<file path="src/shared/tsf_pkg.sv">
// Constants and types shared by the thermal status flag bank
package tsf_pkg;
  // ****************************************************************
  // Bus addressing
  // ****************************************************************
  localparam logic [6:0] SLAVE_ADDR = 7'h4d;
  localparam logic [7:0] CMD_OVERTEMP = 8'h01;
  localparam logic [7:0] CMD_FAULT = 8'h02;
  localparam logic [7:0] UNMAPPED_DATA = 8'h00;
  localparam logic [3:0] BITS_PER_BYTE = 4'h8;

  // ****************************************************************
  // Field positions and reset values
  // ****************************************************************
  localparam int OT_CH1_BIT = 0;
  localparam int OT_CH4_BIT = 3;
  localparam int OT_CH5_BIT = 4;
  localparam int OT_CH6_BIT = 5;
  localparam int FAULT_CH1_BIT = 1;
  localparam logic [5:0] TRIP_CHANNELS = 6'h39;
  localparam logic [7:0] FLAGS_RESET = 8'h00;
  localparam logic [5:0] CH_RESET = 6'h00;
  localparam logic [1:0] SYNC_IDLE_BUS = 2'h3;

  // ****************************************************************
  // Bus slave states
  // ****************************************************************
  typedef enum logic [3:0] {
    ST_IDLE      = 4'h0,
    ST_ADDR      = 4'h1,
    ST_ADDR_ACK  = 4'h2,
    ST_CMD       = 4'h3,
    ST_CMD_ACK   = 4'h4,
    ST_WDATA     = 4'h5,
    ST_WDATA_ACK = 4'h6,
    ST_READ      = 4'h7,
    ST_READ_ACK  = 4'h8
  } tsf_state_e;
endpackage : tsf_pkg

</file>
<file path="src/logic/tsf_sync.sv">
// Two-stage synchroniser for asynchronous inputs
`timescale 1ns/1ps
module tsf_sync #(
  parameter int WIDTH = 1,
  parameter logic [WIDTH-1:0] INIT = '0
) (
  input wire logic clk,
  input wire logic rst,
  input wire logic [WIDTH-1:0] d,
  output logic [WIDTH-1:0] q
);
  logic [WIDTH-1:0] meta_reg;

  // First stage feeds only the second
  always_ff @(posedge clk) begin
    if (rst) begin
      meta_reg <= INIT;
      q <= INIT;
    end else begin
      meta_reg <= d;
      q <= meta_reg;
    end
  end
endmodule : tsf_sync

</file>
<file path="src/logic/tsf_flag_bank.sv">
// Thermal status flag bank with two-wire bus slave
//
// Contract
// Overtemperature bit 0 is set while channel 1 temperature exceeds its trip limit.
// Overtemperature bit 3 is set while channel 4 temperature exceeds its trip limit.
// Overtemperature bit 4 is set while channel 5 temperature exceeds its trip limit.
// Overtemperature bit 5 is set while channel 6 temperature exceeds its trip limit.
// The fault register holds channel n's fault flag at bit n for n from 1 to 6.
// A fault flag is set when the sensor inputs are open or the positive input is at supply.
// The device answers bus address 1001101 in bits 7 to 1, bit 0 giving the direction.
// A faulty channel is skipped by the measurement sequence.
// A masked channel cannot drive the thermal trip output.
// All flags clear at reset and reserved bits read as zero.
`timescale 1ns/1ps
module tsf_flag_bank #(
  parameter int CHANNELS = 6,
  parameter int TEMP_W = 8
) (
  input wire logic clk,
  input wire logic rst,
  input wire logic smb_clk_in,
  input wire logic smb_data_in,
  output logic smb_data_out,
  output logic smb_data_oe,
  input wire logic [CHANNELS*TEMP_W-1:0] remote_temp,
  input wire logic [CHANNELS*TEMP_W-1:0] trip_limit,
  input wire logic [CHANNELS-1:0] sensor_inputs_open,
  input wire logic [CHANNELS-1:0] sensor_positive_input_high,
  input wire logic [CHANNELS-1:0] trip_mask,
  output logic thermal_trip_pin_out,
  output logic thermal_trip_pin_oe,
  output logic [CHANNELS-1:0] channel_skip,
  output logic [7:0] overtemp_flags,
  output logic [7:0] sensor_fault_flags
);
  // ****************************************************************
  // Input synchronisers
  // ****************************************************************
  logic [1:0] bus_s;
  logic [2*CHANNELS-1:0] sense_s;
  logic scl_s;
  logic sda_s;
  logic scl_d_reg;
  logic sda_d_reg;

  tsf_sync #(.WIDTH(2), .INIT(tsf_pkg::SYNC_IDLE_BUS)) u_bus_sync (
    .clk(clk),
    .rst(rst),
    .d({smb_clk_in, smb_data_in}),
    .q(bus_s)
  );

  // Fault comparators are analog, hence the crossing
  tsf_sync #(.WIDTH(2*CHANNELS), .INIT('0)) u_sense_sync (
    .clk(clk),
    .rst(rst),
    .d({sensor_inputs_open, sensor_positive_input_high}),
    .q(sense_s)
  );

  assign scl_s = bus_s[1];
  assign sda_s = bus_s[0];

  // ****************************************************************
  // Status flags
  // ****************************************************************
  logic [CHANNELS-1:0] over_limit;
  logic [CHANNELS-1:0] fault_reg;
  logic [CHANNELS-1:0] fault_next;
  logic [CHANNELS-1:0] trip_reg;
  logic [CHANNELS-1:0] trip_next;
  logic trip_oe_reg;
  logic trip_oe_next;

  genvar gi;
  generate
    for (gi = 0; gi < CHANNELS; gi = gi + 1) begin : g_cmp
      assign over_limit[gi] = remote_temp[gi*TEMP_W +: TEMP_W] > trip_limit[gi*TEMP_W +: TEMP_W];
    end
  endgenerate

  // Open or supply-tied input
  assign fault_next = sense_s[2*CHANNELS-1:CHANNELS] | sense_s[CHANNELS-1:0];
  // Faulty channel keeps its last result
  // Trip channels only
  assign trip_next = ((trip_reg & fault_reg) | (over_limit & ~fault_reg)) & tsf_pkg::TRIP_CHANNELS;
  // Masked channels cannot trip
  assign trip_oe_next = |(trip_reg & ~trip_mask);

  // Cleared at reset
  always_ff @(posedge clk) begin
    if (rst) begin
      fault_reg <= tsf_pkg::CH_RESET;
      trip_reg <= tsf_pkg::CH_RESET;
      trip_oe_reg <= 1'b0;
    end else begin
      fault_reg <= fault_next;
      trip_reg <= trip_next;
      trip_oe_reg <= trip_oe_next;
    end
  end

  // Channel n sits at bit n-1 of the trip vector, matching the register
  // Reserved bits tied low
  assign overtemp_flags = {2'h0, trip_reg};
  // Channel n at bit n
  assign sensor_fault_flags = {1'b0, fault_reg, 1'b0};
  assign channel_skip = fault_reg;
  assign thermal_trip_pin_out = 1'b0;
  assign thermal_trip_pin_oe = trip_oe_reg;

  // ****************************************************************
  // Bus slave
  // ****************************************************************
  tsf_pkg::tsf_state_e state_reg;
  tsf_pkg::tsf_state_e state_next;
  logic [3:0] cnt_reg;
  logic [3:0] cnt_next;
  logic [7:0] shift_reg;
  logic [7:0] shift_next;
  logic [7:0] tx_reg;
  logic [7:0] tx_next;
  logic [7:0] ptr_reg;
  logic [7:0] ptr_next;
  logic oe_reg;
  logic oe_next;
  logic rw_reg;
  logic rw_next;
  logic mack_reg;
  logic mack_next;
  logic [7:0] read_data;
  logic start_det;
  logic stop_det;
  logic scl_rise;
  logic scl_fall;
  logic addr_match;
  logic byte_end;

  assign start_det = scl_s & scl_d_reg & sda_d_reg & ~sda_s;
  assign stop_det = scl_s & scl_d_reg & ~sda_d_reg & sda_s;
  assign scl_rise = scl_s & ~scl_d_reg;
  assign scl_fall = ~scl_s & scl_d_reg;
  assign byte_end = scl_fall & (cnt_reg == tsf_pkg::BITS_PER_BYTE);
  // Seven-bit address match
  assign addr_match = shift_reg[7:1] == tsf_pkg::SLAVE_ADDR;
  // Unmapped commands read a fixed zero rather than stalling the bus
  assign read_data = (ptr_reg == tsf_pkg::CMD_OVERTEMP) ? overtemp_flags :
                     (ptr_reg == tsf_pkg::CMD_FAULT) ? sensor_fault_flags :
                     tsf_pkg::UNMAPPED_DATA;

  always_comb begin
    state_next = state_reg;
    cnt_next = cnt_reg;
    shift_next = shift_reg;
    tx_next = tx_reg;
    ptr_next = ptr_reg;
    oe_next = oe_reg;
    rw_next = rw_reg;
    mack_next = mack_reg;
    if (start_det) begin
      state_next = tsf_pkg::ST_ADDR;
      cnt_next = 4'h0;
      oe_next = 1'b0;
    end else if (stop_det) begin
      state_next = tsf_pkg::ST_IDLE;
      oe_next = 1'b0;
    end else begin
      case (state_reg)
        tsf_pkg::ST_ADDR, tsf_pkg::ST_CMD, tsf_pkg::ST_WDATA: begin
          if (scl_rise) begin
            shift_next = {shift_reg[6:0], sda_s};
            cnt_next = cnt_reg + 4'h1;
          end else if (byte_end) begin
            cnt_next = 4'h0;
            oe_next = 1'b1;
            if (state_reg == tsf_pkg::ST_ADDR) begin
              // Ack own address, latch direction
              if (addr_match) begin
                state_next = tsf_pkg::ST_ADDR_ACK;
                rw_next = shift_reg[0];
              end else begin
                state_next = tsf_pkg::ST_IDLE;
                oe_next = 1'b0;
              end
            end else if (state_reg == tsf_pkg::ST_CMD) begin
              ptr_next = shift_reg;
              state_next = tsf_pkg::ST_CMD_ACK;
            end else begin
              // Written data is acknowledged and dropped: flags are read-only
              state_next = tsf_pkg::ST_WDATA_ACK;
            end
          end
        end
        tsf_pkg::ST_ADDR_ACK: begin
          if (scl_fall) begin
            if (rw_reg) begin
              state_next = tsf_pkg::ST_READ;
              tx_next = read_data;
              oe_next = ~read_data[7];
            end else begin
              state_next = tsf_pkg::ST_CMD;
              oe_next = 1'b0;
            end
          end
        end
        tsf_pkg::ST_CMD_ACK, tsf_pkg::ST_WDATA_ACK: begin
          if (scl_fall) begin
            state_next = tsf_pkg::ST_WDATA;
            oe_next = 1'b0;
          end
        end
        tsf_pkg::ST_READ: begin
          if (scl_rise) begin
            cnt_next = cnt_reg + 4'h1;
          end else if (byte_end) begin
            cnt_next = 4'h0;
            state_next = tsf_pkg::ST_READ_ACK;
            oe_next = 1'b0;
          end else if (scl_fall) begin
            tx_next = {tx_reg[6:0], 1'b0};
            oe_next = ~tx_reg[6];
          end
        end
        tsf_pkg::ST_READ_ACK: begin
          if (scl_rise) begin
            mack_next = ~sda_s;
          end else if (scl_fall) begin
            if (mack_reg) begin
              state_next = tsf_pkg::ST_READ;
              tx_next = read_data;
              oe_next = ~read_data[7];
            end else begin
              state_next = tsf_pkg::ST_IDLE;
            end
          end
        end
        default: begin
          state_next = tsf_pkg::ST_IDLE;
        end
      endcase
    end
  end

  always_ff @(posedge clk) begin
    if (rst) begin
      state_reg <= tsf_pkg::ST_IDLE;
      cnt_reg <= 4'h0;
      shift_reg <= 8'h00;
      tx_reg <= 8'h00;
      ptr_reg <= 8'h00;
      oe_reg <= 1'b0;
      rw_reg <= 1'b0;
      mack_reg <= 1'b0;
      scl_d_reg <= 1'b1;
      sda_d_reg <= 1'b1;
    end else begin
      state_reg <= state_next;
      cnt_reg <= cnt_next;
      shift_reg <= shift_next;
      tx_reg <= tx_next;
      ptr_reg <= ptr_next;
      oe_reg <= oe_next;
      rw_reg <= rw_next;
      mack_reg <= mack_next;
      scl_d_reg <= scl_s;
      sda_d_reg <= sda_s;
    end
  end

  // Open-drain: only ever pulls low
  assign smb_data_out = 1'b0;
  assign smb_data_oe = oe_reg;
endmodule : tsf_flag_bank

</file>
<file path="config.mk">
export PLATFORM = sky130hd
export DESIGN_NAME = tsf_flag_bank
export DESIGN_NICKNAME = d
export VERILOG_FILES = /design/src/shared/tsf_pkg.sv /design/src/logic/tsf_sync.sv /design/src/logic/tsf_flag_bank.sv
export SDC_FILE = /design/constraint.sdc
export NUM_CORES = 1
export LEC_CHECK = 0
export ABC_AREA = 1
export BUFFER_PORTS_ARGS = -buffer_cell sky130_fd_sc_hd__buf_2
export CORE_AREA = 2 2 93 95
export DETAILED_ROUTE_END_ITERATION = 6
export DIE_AREA = 0 0 95 97
export GPL_TIMING_DRIVEN = 1
export PLACE_DENSITY = 0.86
export SYNTH_ARGS = -nofsm -noshare
export SYNTH_HDL_FRONTEND = slang
export SYNTH_SLANG_ARGS = --single-unit
</file>
<file path="constraint.sdc">
create_clock -name clk -period 2 [get_ports clk]
set_clock_uncertainty 0.1 [all_clocks]
set_input_delay 0.1 -clock clk [delete_from_list [all_inputs] [get_ports clk]]
set_output_delay 0.1 -clock clk [all_outputs]
set_load 0.005 [all_outputs]
</file>
==> impl_results.html, run 1 <==
<table>
<tr><th>Metric</th><th>Value</th></tr>
<tr><th colspan="2">Clock network</th></tr>
<tr><td>Library cell used as clock root buffer</td><td>clkbuf_8</td></tr>
<tr><td>CTS tree</td><td>yes</td></tr>
<tr><td>Maximum root-to-sink buffer count</td><td>2</td></tr>
<tr><td>Hold-fix buffers at CTS</td><td>16</td></tr>
<tr><td>Postcts setup bufs</td><td>0</td></tr>
<tr><td>Clock latency on the worst-skew pair</td><td>0.34 ns</td></tr>
<tr><td>CTS buffer count</td><td>9</td></tr>
<tr><td>CTS-repair resized insts</td><td>0</td></tr>
<tr><td>Number of H-tree levels</td><td>3</td></tr>
<tr><td>Reg clk slew, reported paths</td><td>0.08 ns</td></tr>
<tr><td>Sinks on Clock Net</td><td>75</td></tr>
<tr><th colspan="2">Route</th></tr>
<tr><td>Post-route antenna net violation count</td><td>0</td></tr>
<tr><td>Detailed-route via count</td><td>3,862</td></tr>
<tr><td>Initial DRC count</td><td>174</td></tr>
<tr><td>First-pass iteration count of the detailed router</td><td>5</td></tr>
<tr><td>DR WL/cell</td><td>11.4 um</td></tr>
<tr><td>Aggregate routed wire length</td><td>9090 um</td></tr>
<tr><td>Residual DRC</td><td>0</td></tr>
<tr><td>Routed vias/inst</td><td>4.83</td></tr>
<tr><th colspan="2">Place</th></tr>
<tr><td>Detailed Place HPWL</td><td>6940 um</td></tr>
<tr><td># placed instances</td><td>768</td></tr>
<tr><td>Port-buffer cells</td><td>101</td></tr>
<tr><td>Pre-CTS setup slack</td><td>0.231 ns</td></tr>
<tr><td>Placed Instance Area</td><td>4560 um2</td></tr>
<tr><td>Gpl congestion</td><td>0.930</td></tr>
<tr><th colspan="2">Finish</th></tr>
<tr><td>Growth of design area from synthesis to finish</td><td>22.7%</td></tr>
<tr><td>Most common cell after layout, fill and taps aside</td><td>nor2_1</td></tr>
<tr><td>Net count of the finished layout</td><td>842</td></tr>
<tr><td>Fill cell total of the finished layout</td><td>677</td></tr>
<tr><td>Final instance area</td><td>4960 um2</td></tr>
<tr><td>Count of antenna diodes in the layout</td><td>0</td></tr>
<tr><td>Register area</td><td>1500 um2</td></tr>
<tr><td>Top library cells by usage in the layout, fill and taps aside</td><td>106 x nor2_1, 102 x inv_1, 101 x buf_2, 89 x nand2_1, 75 x dfxtp_1</td></tr>
<tr><td>Ratio of cells with drive above 1 in the final layout</td><td>21.3%</td></tr>
<tr><td>Fin util</td><td>60.9%</td></tr>
<tr><td>Area used by multi-input combinational logic</td><td>2000 um2</td></tr>
<tr><td>Non-Filler Instances</td><td>800</td></tr>
<tr><th colspan="2">STA</th></tr>
<tr><td>Setup repair after global routing missed its margin</td><td>false</td></tr>
<tr><td>Slew headroom</td><td>64.7%</td></tr>
<tr><td>Count of endpoints failing hold in the final timing report</td><td>0</td></tr>
<tr><td>Worst hold-check slack</td><td>0.0346 ns</td></tr>
<tr><td>Share of the clock period used by the worst path</td><td>90.0%</td></tr>
<tr><td>Shortest clock period the worst path allows after layout</td><td>1.80 ns</td></tr>
<tr><td>Number of pins exceeding their max-slew limit in the final report</td><td>0</td></tr>
<tr><td>Measured slew at the worst slew-check pin</td><td>0.528 ns</td></tr>
<tr><td>Number of endpoints failing setup at the final stage</td><td>0</td></tr>
<tr><td>Max Fclk</td><td>555 MHz</td></tr>
<tr><td>Worst-case setup margin in the final layout</td><td>0.199 ns</td></tr>
<tr><td>Total negative setup slack</td><td>0 ns</td></tr>
<tr><th colspan="2">Power</th></tr>
<tr><td>Total power divided by cell area</td><td>802 nW/um2</td></tr>
<tr><td>Pwr Total</td><td>3.98 mW</td></tr>
<tr><td>P_leak</td><td>2.64 nW</td></tr>
<tr><td>Peak supply drop</td><td>0.578 mV</td></tr>
<tr><th colspan="2">Critical path</th></tr>
<tr><td>Largest fanout of any net on the critical path</td><td>9</td></tr>
<tr><td>Arr. time, crit path</td><td>1.92 ns</td></tr>
<tr><td>Crit path capture type</td><td>register</td></tr>
<tr><td>Type of the worst setup path</td><td>register to register</td></tr>
<tr><td>Element type at the critical path start</td><td>register</td></tr>
<tr><td>CP Data Required Time</td><td>2.12 ns</td></tr>
<tr><th colspan="2">Synth</th></tr>
<tr><td>Cell area after technology mapping</td><td>4040 um2</td></tr>
<tr><td>Count of yosys warnings during synthesis</td><td>0</td></tr>
<tr><td>Yosys cell types</td><td>32</td></tr>
<tr><td>Synthesized area per cell</td><td>7.02 um2</td></tr>
<tr><td>Number of synthesized register bits</td><td>75</td></tr>
<tr><td>Register area share after synthesis</td><td>37.2%</td></tr>
<tr><td>Synth Instances</td><td>575</td></tr>
<tr><th colspan="2">Die</th></tr>
<tr><td>Initial Utilization</td><td>49.6%</td></tr>
<tr><td>Die Area</td><td>9220 um2</td></tr>
<tr><td>Floorplan core area</td><td>8130 um2</td></tr>
<tr><td>X dimension of the die</td><td>95 um</td></tr>
<tr><td>Site Rows</td><td>33</td></tr>
<tr><td>Number of top-level design ports</td><td>144</td></tr>
<tr><td>Die boundary height</td><td>97 um</td></tr>
<tr><th colspan="2">Hold path</th></tr>
<tr><td>Type of the most critical hold path</td><td>primary input to register</td></tr>
<tr><th colspan="2">Global routing</th></tr>
<tr><td>Residual overflow from global routing</td><td>0</td></tr>
<tr><td>Total GRT Usage</td><td>20.9%</td></tr>
<tr><td>Initial antenna violation count</td><td>0</td></tr>
<tr><td>Number of global-route vias before repair</td><td>3,858</td></tr>
<tr><td>Largest net degree at the start of global routing</td><td>38</td></tr>
<tr><td>First-pass GRT wire length</td><td>15,600 um</td></tr>
<tr><th colspan="2">Flow run</th></tr>
<tr><td>Max-cap violations</td><td>0</td></tr>
<tr><th colspan="2">Outcome</th></tr>
<tr><td>Outcome</td><td>complete, no violations</td></tr>
</table>
==> power by group <==
part	switching, mW	internal [mW]	leakage [nW]
sequential	0.0846	1.62	0.614
clock	0.576	0.750	0.117
combinational	0.565	0.385	1.91
total	1.23	2.75	2.64
==> worst max-delay path: stages, from the launching register on <==
cell      delay (ns)
dfxtp_1         0.35
inv_1           0.07
ha_1            0.15
nand2_1         0.05
nand3b_1        0.28
nor2_4          0.25
inv_1           0.17
o21ai_0         0.19
a21oi_1         0.06
==> synthesized netlist by cell type <==
master	n	area, um2
o22ai_1	2	12.5
nor3_1	4	20.0
nand2_8	1	20.0
nand2_2	6	37.5
inv_1	102	383
dfxtp_1	75	1500
clkbuf_1	6	22.5
nand3_2	1	10.0
a211oi_1	2	15.0
conb_1	1	3.75
a21boi_1	1	7.51
nand3_1	32	160
nor2_2	2	12.5
xor2_1	2	17.5
nand2_1	89	334
a21oi_1	35	175
buf_6	1	11.3
buf_4	14	105
nand4_1	3	18.8
clkbuf_8	1	13.8
nor2_1	106	398
o21ai_1	5	25.0
inv_4	2	12.5
o21ai_0	25	125
nand3b_1	3	22.5
nand2_4	1	11.3
inv_2	5	18.8
nor2_4	5	56.3
o211ai_1	2	15.0
ha_1	34	425
or2_2	6	37.5
o2111ai_1	1	8.76
==> cells by family (layout without fill, tap and decap cells) <==
family / after synthesis / in the layout / share of synthesized area (%)
buffers and inverters: 131 / 244 / 14.0
adders and majority gates: 34 / 34 / 10.5
and+or+nand+nor: 259 / 259 / 28.2
xor gates and xnor gates: 2 / 2 / 0.434
AOI/OAI and AO/OA: 73 / 73 / 9.51
other: 1 / 8 / 0.0929
DFF: 75 / 75 / 37.2
==> path summary, 6_finish.rpt <==
path,start,depth (start not counted),slack [ns],endpoint
worst min register to register,u_sense_sync.meta_reg[5],2,0.30,u_sense_sync.q[5]
worst max register to register,cnt_reg[0],8,0.20,ptr_reg[6]
worst min-delay path,trip_mask[5],4,0.03,thermal_trip_pin_oe
worst max-delay path,cnt_reg[0],8,0.20,ptr_reg[6]
==> area by class of cell <==
type	instances	area share, %
multi-input combinational	376	40.3
inverter	109	8.36
sequential	75	30.3
timing repair buffer	119	13.7
tap	105	2.65
clock inverter	6	1.92
clock buffer	10	2.78
==> routing by layer <==
layer	global-route usage, %	vias up	routed length, um
met3	3.66	22	382
li1	-	1990	-
met5	0	-	0
met2	38.8	107	4740
met1	22.2	1743	3760
met4	9.59	0	207
No activity file was read; power rests on OpenSTA's default activity.
==> inputs of run 2 (changes only) <==
==> constraint.sdc (replaced) <==
create_clock -name clk -period 2 [get_ports clk]
set_clock_uncertainty 0.1 [all_clocks]
set_input_delay 0.4 -clock clk [delete_from_list [all_inputs] [get_ports clk]]
set_output_delay 0.4 -clock clk [all_outputs]
set_load 0.005 [all_outputs]
==> impl_results.html, run 2 (synthesized netlist as in run 1, its figures left out) <==
<table>
<tr><th>Metric</th><th>Value</th></tr>
<tr><th colspan="2">Clock network</th></tr>
<tr><td>Clock latency on the worst-skew pair</td><td>0.35 ns (about the same)</td></tr>
<tr><td>Maximum root-to-sink buffer count</td><td>2 (unchanged)</td></tr>
<tr><td>Number of H-tree levels</td><td>3 (unchanged)</td></tr>
<tr><td>Reg clk slew, reported paths</td><td>0.09 ns (about the same)</td></tr>
<tr><td>Sinks on Clock Net</td><td>75 (unchanged)</td></tr>
<tr><td>CTS-repair resized insts</td><td>0 (unchanged)</td></tr>
<tr><td>Postcts setup bufs</td><td>0 (unchanged)</td></tr>
<tr><td>Library cell used as clock root buffer</td><td>clkbuf_8</td></tr>
<tr><td>CTS tree</td><td>yes</td></tr>
<tr><td>Hold-fix buffers at CTS</td><td>0 (-16)</td></tr>
<tr><td>CTS buffer count</td><td>9 (unchanged)</td></tr>
<tr><th colspan="2">Finish</th></tr>
<tr><td>Net count of the finished layout</td><td>828 (-1.7%)</td></tr>
<tr><td>Non-Filler Instances</td><td>786 (-1.8%)</td></tr>
<tr><td>Ratio of cells with drive above 1 in the final layout</td><td>22.0% (+0.73 points)</td></tr>
<tr><td>Growth of design area from synthesis to finish</td><td>18.2%</td></tr>
<tr><td>Final instance area</td><td>4770 um2 (-3.7%)</td></tr>
<tr><td>Fill cell total of the finished layout</td><td>746 (+10%)</td></tr>
<tr><td>Top library cells by usage in the layout, fill and taps aside</td><td>106 x nor2_1, 102 x inv_1, 101 x buf_2, 89 x nand2_1, 75 x dfxtp_1</td></tr>
<tr><td>Most common cell after layout, fill and taps aside</td><td>nor2_1</td></tr>
<tr><td>Count of antenna diodes in the layout</td><td>0 (unchanged)</td></tr>
<tr><th colspan="2">Place</th></tr>
<tr><td>Port-buffer cells</td><td>101 (unchanged)</td></tr>
<tr><td># placed instances</td><td>770 (+0.26%)</td></tr>
<tr><td>Pre-CTS setup slack</td><td>0.272 ns (+0.0410 ns)</td></tr>
<tr><td>Gpl congestion</td><td>0.936 (+0.67%)</td></tr>
<tr><td>Detailed Place HPWL</td><td>6990 um (+0.66%)</td></tr>
<tr><td>Placed Instance Area</td><td>4580 um2 (+0.33%)</td></tr>
<tr><th colspan="2">STA</th></tr>
<tr><td>Worst-case setup margin in the final layout</td><td>0.260 ns (+0.0603 ns)</td></tr>
<tr><td>Shortest clock period the worst path allows after layout</td><td>1.74 ns (-0.0603 ns)</td></tr>
<tr><td>Setup repair after global routing missed its margin</td><td>false</td></tr>
<tr><td>Count of endpoints failing hold in the final timing report</td><td>0 (unchanged)</td></tr>
<tr><td>Total negative setup slack</td><td>0 ns (unchanged)</td></tr>
<tr><td>Number of endpoints failing setup at the final stage</td><td>0 (unchanged)</td></tr>
<tr><td>Number of pins exceeding their max-slew limit in the final report</td><td>0 (unchanged)</td></tr>
<tr><td>Share of the clock period used by the worst path</td><td>87.0% (-3.0 points)</td></tr>
<tr><td>Max Fclk</td><td>575 MHz (+3.5%)</td></tr>
<tr><th colspan="2">Route</th></tr>
<tr><td>Aggregate routed wire length</td><td>8700 um (-4.3%)</td></tr>
<tr><td>DR WL/cell</td><td>11.1 um (-2.6%)</td></tr>
<tr><td>Residual DRC</td><td>0 (unchanged)</td></tr>
<tr><td>Initial DRC count</td><td>161 (-7.5%)</td></tr>
<tr><td>First-pass iteration count of the detailed router</td><td>5 (unchanged)</td></tr>
<tr><td>Post-route antenna net violation count</td><td>0 (unchanged)</td></tr>
<tr><td>Routed vias/inst</td><td>4.81 (-0.33%)</td></tr>
<tr><td>Detailed-route via count</td><td>3,782 (-2.1%)</td></tr>
<tr><th colspan="2">Power</th></tr>
<tr><td>Pwr Total</td><td>3.76 mW (-5.5%)</td></tr>
<tr><td>Total power divided by cell area</td><td>787 nW/um2 (-1.9%)</td></tr>
<tr><td>P_leak</td><td>2.56 nW (-3.1%)</td></tr>
<tr><td>Peak supply drop</td><td>0.545 mV (-5.7%)</td></tr>
<tr><th colspan="2">Critical path</th></tr>
<tr><td>CP Data Required Time</td><td>2.19 ns (+0.07 ns)</td></tr>
<tr><td>Critical Path Slowest Stage Cell</td><td>dfxtp_1</td></tr>
<tr><td>Cell Chain, Critical Path</td><td>inv_1 -&gt; ha_1 -&gt; nand3_1 -&gt; nor2_1 -&gt; o21ai_0 -&gt; inv_1 -&gt; nand2_1 -&gt; o211ai_1 -&gt; inv_1</td></tr>
<tr><td>Arr. time, crit path</td><td>1.93 ns (about the same)</td></tr>
<tr><td>Crit path buf inv count</td><td>3 (+1)</td></tr>
<tr><td>Largest fanout of any net on the critical path</td><td>5 (-4)</td></tr>
<tr><td>Delay of the slowest cell on the worst path</td><td>0.40 ns (+0.05 ns)</td></tr>
<tr><td>Crit path capture type</td><td>register</td></tr>
<tr><td>Cell repeated most along the worst path</td><td>inv_1</td></tr>
<tr><td>Element type at the critical path start</td><td>register</td></tr>
<tr><td>Category of cells accounting for the largest share of critical-path delay</td><td>compound AO/OA/AOI/OAI gates</td></tr>
<tr><td>Type of the worst setup path</td><td>register to register</td></tr>
<tr><th colspan="2">Die</th></tr>
<tr><td>Initial Utilization</td><td>49.6% (unchanged)</td></tr>
<tr><td>Site Rows</td><td>33 (unchanged)</td></tr>
<tr><td>X dimension of the die</td><td>95 um (unchanged)</td></tr>
<tr><td>Floorplan core area</td><td>8130 um2 (unchanged)</td></tr>
<tr><td>Die Area</td><td>9220 um2 (unchanged)</td></tr>
<tr><td>Number of top-level design ports</td><td>144 (unchanged)</td></tr>
<tr><td>Die boundary height</td><td>97 um (unchanged)</td></tr>
<tr><th colspan="2">Global routing</th></tr>
<tr><td>First-pass GRT wire length</td><td>14,900 um (-4.1%)</td></tr>
<tr><td>Total GRT Usage</td><td>19.9% (-0.93 points)</td></tr>
<tr><td>Initial antenna violation count</td><td>0 (unchanged)</td></tr>
<tr><td>Largest net degree at the start of global routing</td><td>38 (unchanged)</td></tr>
<tr><td>Number of global-route vias before repair</td><td>3,626 (-6.0%)</td></tr>
<tr><td>Residual overflow from global routing</td><td>0 (unchanged)</td></tr>
<tr><th colspan="2">Flow run</th></tr>
<tr><td>Max-cap violations</td><td>0 (unchanged)</td></tr>
<tr><th colspan="2">Hold path</th></tr>
<tr><td>Type of the most critical hold path</td><td>primary input to register</td></tr>
<tr><th colspan="2">Outcome</th></tr>
<tr><td>Outcome</td><td>complete, no violations</td></tr>
</table>
-- run 2: power by group --
group	switching, mW	internal (mW)
registers	0.0861	1.62
clock network	0.636	0.484
logic	0.564	0.372
total	1.29	2.47
-- run 2: cell type report --
class,count,area [um2],share of cell area [%]
Clock buffer,9,124,2.60
Clock inverter,7,71.3,1.49
Inverter,109,414,8.68
Multi-Input combinational cell,376,2000,41.8
Sequential cell,75,1500,31.5
Tap cell,105,131,2.75
Timing Repair Buffer,105,536,11.2
-- run 2: stage by stage --
stage | hold slack, ns | utilization, %
floorplan | 0.288 | -
global placement | 0.292 | 56.3
global route | 0.117 | 58.7
finish | 0.130 | 58.7
CTS | 0.107 | 58.7
detailed placement | 0.292 | 56.3
-- run 2: layer usage --
| layer | track usage (%) | vias to the layer above | share of wire (%) | wire [um] |
|---|---|---|---|---|
| met3 | 4.67 | 11 | 4.4 | 384 |
| met4 | 7.25 | 0 | 1.3 | 112 |
| li1 | - | 1960 | - | - |
| met5 | 0 | - | 0 | 0 |
| met1 | 22.7 | 1717 | 43 | 3730 |
| met2 | 35.6 | 94 | 51 | 4470 |
-- run 2: worst paths after layout --
kind | to | slack [ns] | start | cells past startpoint
worst max-delay path | cnt_reg[0] | 0.26 | cnt_reg[0] | 9
worst min-delay path | u_bus_sync.meta_reg[1] | 0.13 | smb_clk_in | 2
worst max register to register | cnt_reg[0] | 0.26 | cnt_reg[0] | 9
worst min register to register | u_sense_sync.q[3] | 0.30 | u_sense_sync.meta_reg[3] | 2
-- run 2: worst register-to-register path, cell delays in order, from the launching register on --
cell	delay, ns
dfxtp_1	0.40
inv_1	0.06
ha_1	0.21
nand3_1	0.08
nor2_1	0.08
o21ai_0	0.39
inv_1	0.14
nand2_1	0.09
o211ai_1	0.08
inv_1	0.06
==> inputs of run 3 (changes only) <==
--- a/config.mk
+++ b/config.mk
@@ -7,11 +7,11 @@
 export LEC_CHECK = 0
 export ABC_AREA = 1
 export BUFFER_PORTS_ARGS = -buffer_cell sky130_fd_sc_hd__buf_2
-export CORE_AREA = 2 2 93 95
+export CORE_AREA = 2 2 99 101
 export DETAILED_ROUTE_END_ITERATION = 6
-export DIE_AREA = 0 0 95 97
+export DIE_AREA = 0 0 101 103
 export GPL_TIMING_DRIVEN = 1
-export PLACE_DENSITY = 0.86
+export PLACE_DENSITY = 0.78
 export SYNTH_ARGS = -nofsm -noshare
 export SYNTH_HDL_FRONTEND = slang
 export SYNTH_SLANG_ARGS = --single-unit
==> impl_results.html, run 3 (synthesized netlist as in run 1, its figures left out) <==
<table>
<tr><th>Metric</th><th>Value</th></tr>
<tr><th colspan="2">Outcome</th></tr>
<tr><td>Outcome</td><td>complete, no violations</td></tr>
<tr><th colspan="2">Route</th></tr>
<tr><td>Residual DRC</td><td>0 (unchanged)</td></tr>
<tr><td>Detailed-route via count</td><td>3,792 (+0.26%)</td></tr>
<tr><td>First-pass iteration count of the detailed router</td><td>5 (unchanged)</td></tr>
<tr><td>DR WL/cell</td><td>11.0 um (-0.39%)</td></tr>
<tr><td>Post-route antenna net violation count</td><td>0 (unchanged)</td></tr>
<tr><td>Aggregate routed wire length</td><td>8750 um (+0.62%)</td></tr>
<tr><td>Routed vias/inst</td><td>4.78 (-0.75%)</td></tr>
<tr><td>Initial DRC count</td><td>210 (+30%)</td></tr>
<tr><th colspan="2">Place</th></tr>
<tr><td>Detailed Place HPWL</td><td>6920 um (-1.0%)</td></tr>
<tr><td>Gpl congestion</td><td>0.924 (-1.3%)</td></tr>
<tr><td>Port-buffer cells</td><td>101 (unchanged)</td></tr>
<tr><td>Placed Instance Area</td><td>4580 um2 (about the same)</td></tr>
<tr><th colspan="2">Global routing</th></tr>
<tr><td>Initial antenna violation count</td><td>0 (unchanged)</td></tr>
<tr><td>Total GRT Usage</td><td>17.5% (-2.4 points)</td></tr>
<tr><td>First-pass GRT wire length</td><td>14,600 um (-2.1%)</td></tr>
<tr><td>Largest net degree at the start of global routing</td><td>31 (-18%)</td></tr>
<tr><td>Residual overflow from global routing</td><td>0 (unchanged)</td></tr>
<tr><td>Number of global-route vias before repair</td><td>3,527 (-2.7%)</td></tr>
<tr><th colspan="2">Power</th></tr>
<tr><td>Int Pwr</td><td>2.49 mW (+0.66%)</td></tr>
<tr><td>Sequential cell fraction of total power</td><td>45.3% (about the same)</td></tr>
<tr><td>P_sw</td><td>1.27 mW (-1.6%)</td></tr>
<tr><td>Total power divided by cell area</td><td>786 nW/um2 (-0.12%)</td></tr>
<tr><td>Clock power share</td><td>30.0% (+0.2 points)</td></tr>
<tr><td>Combinational fraction of design power</td><td>24.8% (about the same)</td></tr>
<tr><td>P_leak</td><td>2.55 nW (about the same)</td></tr>
<tr><td>Share of total power consumed by net switching</td><td>33.7% (-0.51 points)</td></tr>
<tr><td>Peak supply drop</td><td>0.569 mV (+4.4%)</td></tr>
<tr><th colspan="2">STA</th></tr>
<tr><td>Measured slew at the worst slew-check pin</td><td>0.527 ns</td></tr>
<tr><td>Slew headroom</td><td>64.8%</td></tr>
<tr><td>Count of endpoints failing hold in the final timing report</td><td>0 (unchanged)</td></tr>
<tr><td>Total negative setup slack</td><td>0 ns (unchanged)</td></tr>
<tr><td>Setup repair after global routing missed its margin</td><td>false</td></tr>
<tr><td>Number of endpoints failing setup at the final stage</td><td>0 (unchanged)</td></tr>
<tr><td>Max Fclk</td><td>560 MHz (-2.6%)</td></tr>
<tr><td>Number of pins exceeding their max-slew limit in the final report</td><td>0 (unchanged)</td></tr>
<tr><td>Shortest clock period the worst path allows after layout</td><td>1.79 ns (+0.0465 ns)</td></tr>
<tr><td>Share of the clock period used by the worst path</td><td>89.3% (+2.3 points)</td></tr>
<tr><th colspan="2">Clock network</th></tr>
<tr><td>Clock latency on the worst-skew pair</td><td>0.36 ns (about the same)</td></tr>
<tr><td>Number of H-tree levels</td><td>3 (unchanged)</td></tr>
<tr><td>Postcts setup bufs</td><td>0 (unchanged)</td></tr>
<tr><td>CTS buffer count</td><td>9 (unchanged)</td></tr>
<tr><td>Maximum root-to-sink buffer count</td><td>2 (unchanged)</td></tr>
<tr><td>Sinks on Clock Net</td><td>75 (unchanged)</td></tr>
<tr><td>CTS tree</td><td>yes</td></tr>
<tr><td>Library cell used as clock root buffer</td><td>clkbuf_8</td></tr>
<tr><td>Hold-fix buffers at CTS</td><td>0 (unchanged)</td></tr>
<tr><td>Reg clk slew, reported paths</td><td>0.08 ns (about the same)</td></tr>
<tr><td>CTS-repair resized insts</td><td>0 (unchanged)</td></tr>
<tr><th colspan="2">Critical path</th></tr>
<tr><td>Critical Path Slowest Stage Cell</td><td>dfxtp_1</td></tr>
<tr><td>Element type at the critical path start</td><td>register</td></tr>
<tr><td>Delay of the slowest cell on the worst path</td><td>0.40 ns (about the same)</td></tr>
<tr><td>Crit path capture type</td><td>register</td></tr>
<tr><td>Type of the worst setup path</td><td>register to register</td></tr>
<tr><td>Cell Chain, Critical Path</td><td>inv_1 -&gt; ha_1 -&gt; nand3_1 -&gt; nor2_1 -&gt; o21ai_0 -&gt; inv_1 -&gt; nand2_1 -&gt; o211ai_1 -&gt; inv_1</td></tr>
<tr><td>Cell repeated most along the worst path</td><td>inv_1</td></tr>
<tr><td>Largest fanout of any net on the critical path</td><td>5 (unchanged)</td></tr>
<tr><td>CP Data Required Time</td><td>2.21 ns (+0.02 ns)</td></tr>
<tr><td>Arr. time, crit path</td><td>1.99 ns (+0.06 ns)</td></tr>
<tr><th colspan="2">Finish</th></tr>
<tr><td>Ratio of cells with drive above 1 in the final layout</td><td>21.9% (-0.11 points)</td></tr>
<tr><td>Growth of design area from synthesis to finish</td><td>18.2% (unchanged)</td></tr>
<tr><td>Net count of the finished layout</td><td>827 (-0.12%)</td></tr>
<tr><td>Top library cells by usage in the layout, fill and taps aside</td><td>106 x nor2_1, 102 x inv_1, 101 x buf_2, 89 x nand2_1, 75 x dfxtp_1</td></tr>
<tr><td>Count of antenna diodes in the layout</td><td>0 (unchanged)</td></tr>
<tr><td>Most common cell after layout, fill and taps aside</td><td>nor2_1</td></tr>
<tr><td>Fill cell total of the finished layout</td><td>911 (+22%)</td></tr>
<tr><td>Final instance area</td><td>4770 um2 (unchanged)</td></tr>
<tr><th colspan="2">Die</th></tr>
<tr><td>Die boundary height</td><td>103 um (+6.2%)</td></tr>
<tr><td>Initial Utilization</td><td>42.7% (-7.0 points)</td></tr>
<tr><td>Site Rows</td><td>36 (+9.1%)</td></tr>
<tr><td>Floorplan core area</td><td>9460 um2 (+16%)</td></tr>
<tr><td>Die Area</td><td>10,400 um2 (+13%)</td></tr>
<tr><td>Number of top-level design ports</td><td>144 (unchanged)</td></tr>
<tr><td>X dimension of the die</td><td>101 um (+6.3%)</td></tr>
<tr><th colspan="2">Flow run</th></tr>
<tr><td>Max-cap violations</td><td>0 (unchanged)</td></tr>
<tr><th colspan="2">Hold path</th></tr>
<tr><td>Type of the most critical hold path</td><td>primary input to register</td></tr>
</table>
run 3: power by group through the flow:
stage	Clock, mW	Sequential (mW)	Combinational [mW]
floorplan	0	1.71	0.692
global placement	0	1.73	0.884
detailed placement	0	1.73	0.917
CTS	1.15	1.70	0.932
global route	1.22	1.72	1.07
finish	1.12	1.70	0.930
run 3: layout make-up:
type                            instances  area [um2]  area share [%]
Clock buffer                           10         138            2.88
Clock inverter                          6        53.8            1.13
Inverter                              109         414            8.68
Multi-Input combinational cell        376        2000            41.8
Sequential cell                        75        1500            31.5
Tap cell                              114         143            2.99
Timing Repair Buffer                  104         528            11.1
run 3: metal layers:
layer / track usage (%) / routed length (um) / vias to the layer above
met5: 0 / 0 / -
met4: 7.90 / 139 / 0
met3: 4.41 / 435 / 14
met2: 31.5 / 4460 / 108
met1: 19.7 / 3720 / 1705
li1: - / - / 1965
run 3: critical path, delay by kind of cell (launching register included):
family                     cells  cell delay, ns
adders and majority gates      1            0.21
buffers and inverters          3            0.29
AOI/OAI and AO/OA              2            0.49
DFF                            1            0.40
and+or+nand+nor                3            0.26
run 3: final timing paths:
| check | start | end | slack (ns) | cells past startpoint |
|---|---|---|---|---|
| worst min register to register | u_sense_sync.meta_reg[1] | u_sense_sync.q[1] | 0.30 | 2 |
| worst max register to register | cnt_reg[0] | cnt_reg[0] | 0.21 | 9 |
| worst max-delay path | cnt_reg[0] | cnt_reg[0] | 0.21 | 9 |
| worst min-delay path | smb_data_in | u_bus_sync.meta_reg[0] | 0.12 | 2 |
run 3: per-stage QoR:
step / setup slack, ns / hold slack [ns] / utilization (%) / std cells / power (mW)
2_1_floorplan: 0.471 / 0.288 / - / 582 / 2.41
3_5_place_dp: 0.242 / 0.293 / 48.4 / 778 / 2.65
3_3_place_gp: 0.316 / 0.294 / 48.4 / 778 / 2.61
5_1_grt: 0.0248 / 0.115 / 50.5 / 794 / 4.00
4_1_cts: 0.224 / 0.109 / 50.5 / 794 / 3.78
6_report: 0.213 / 0.118 / 50.5 / 794 / 3.75
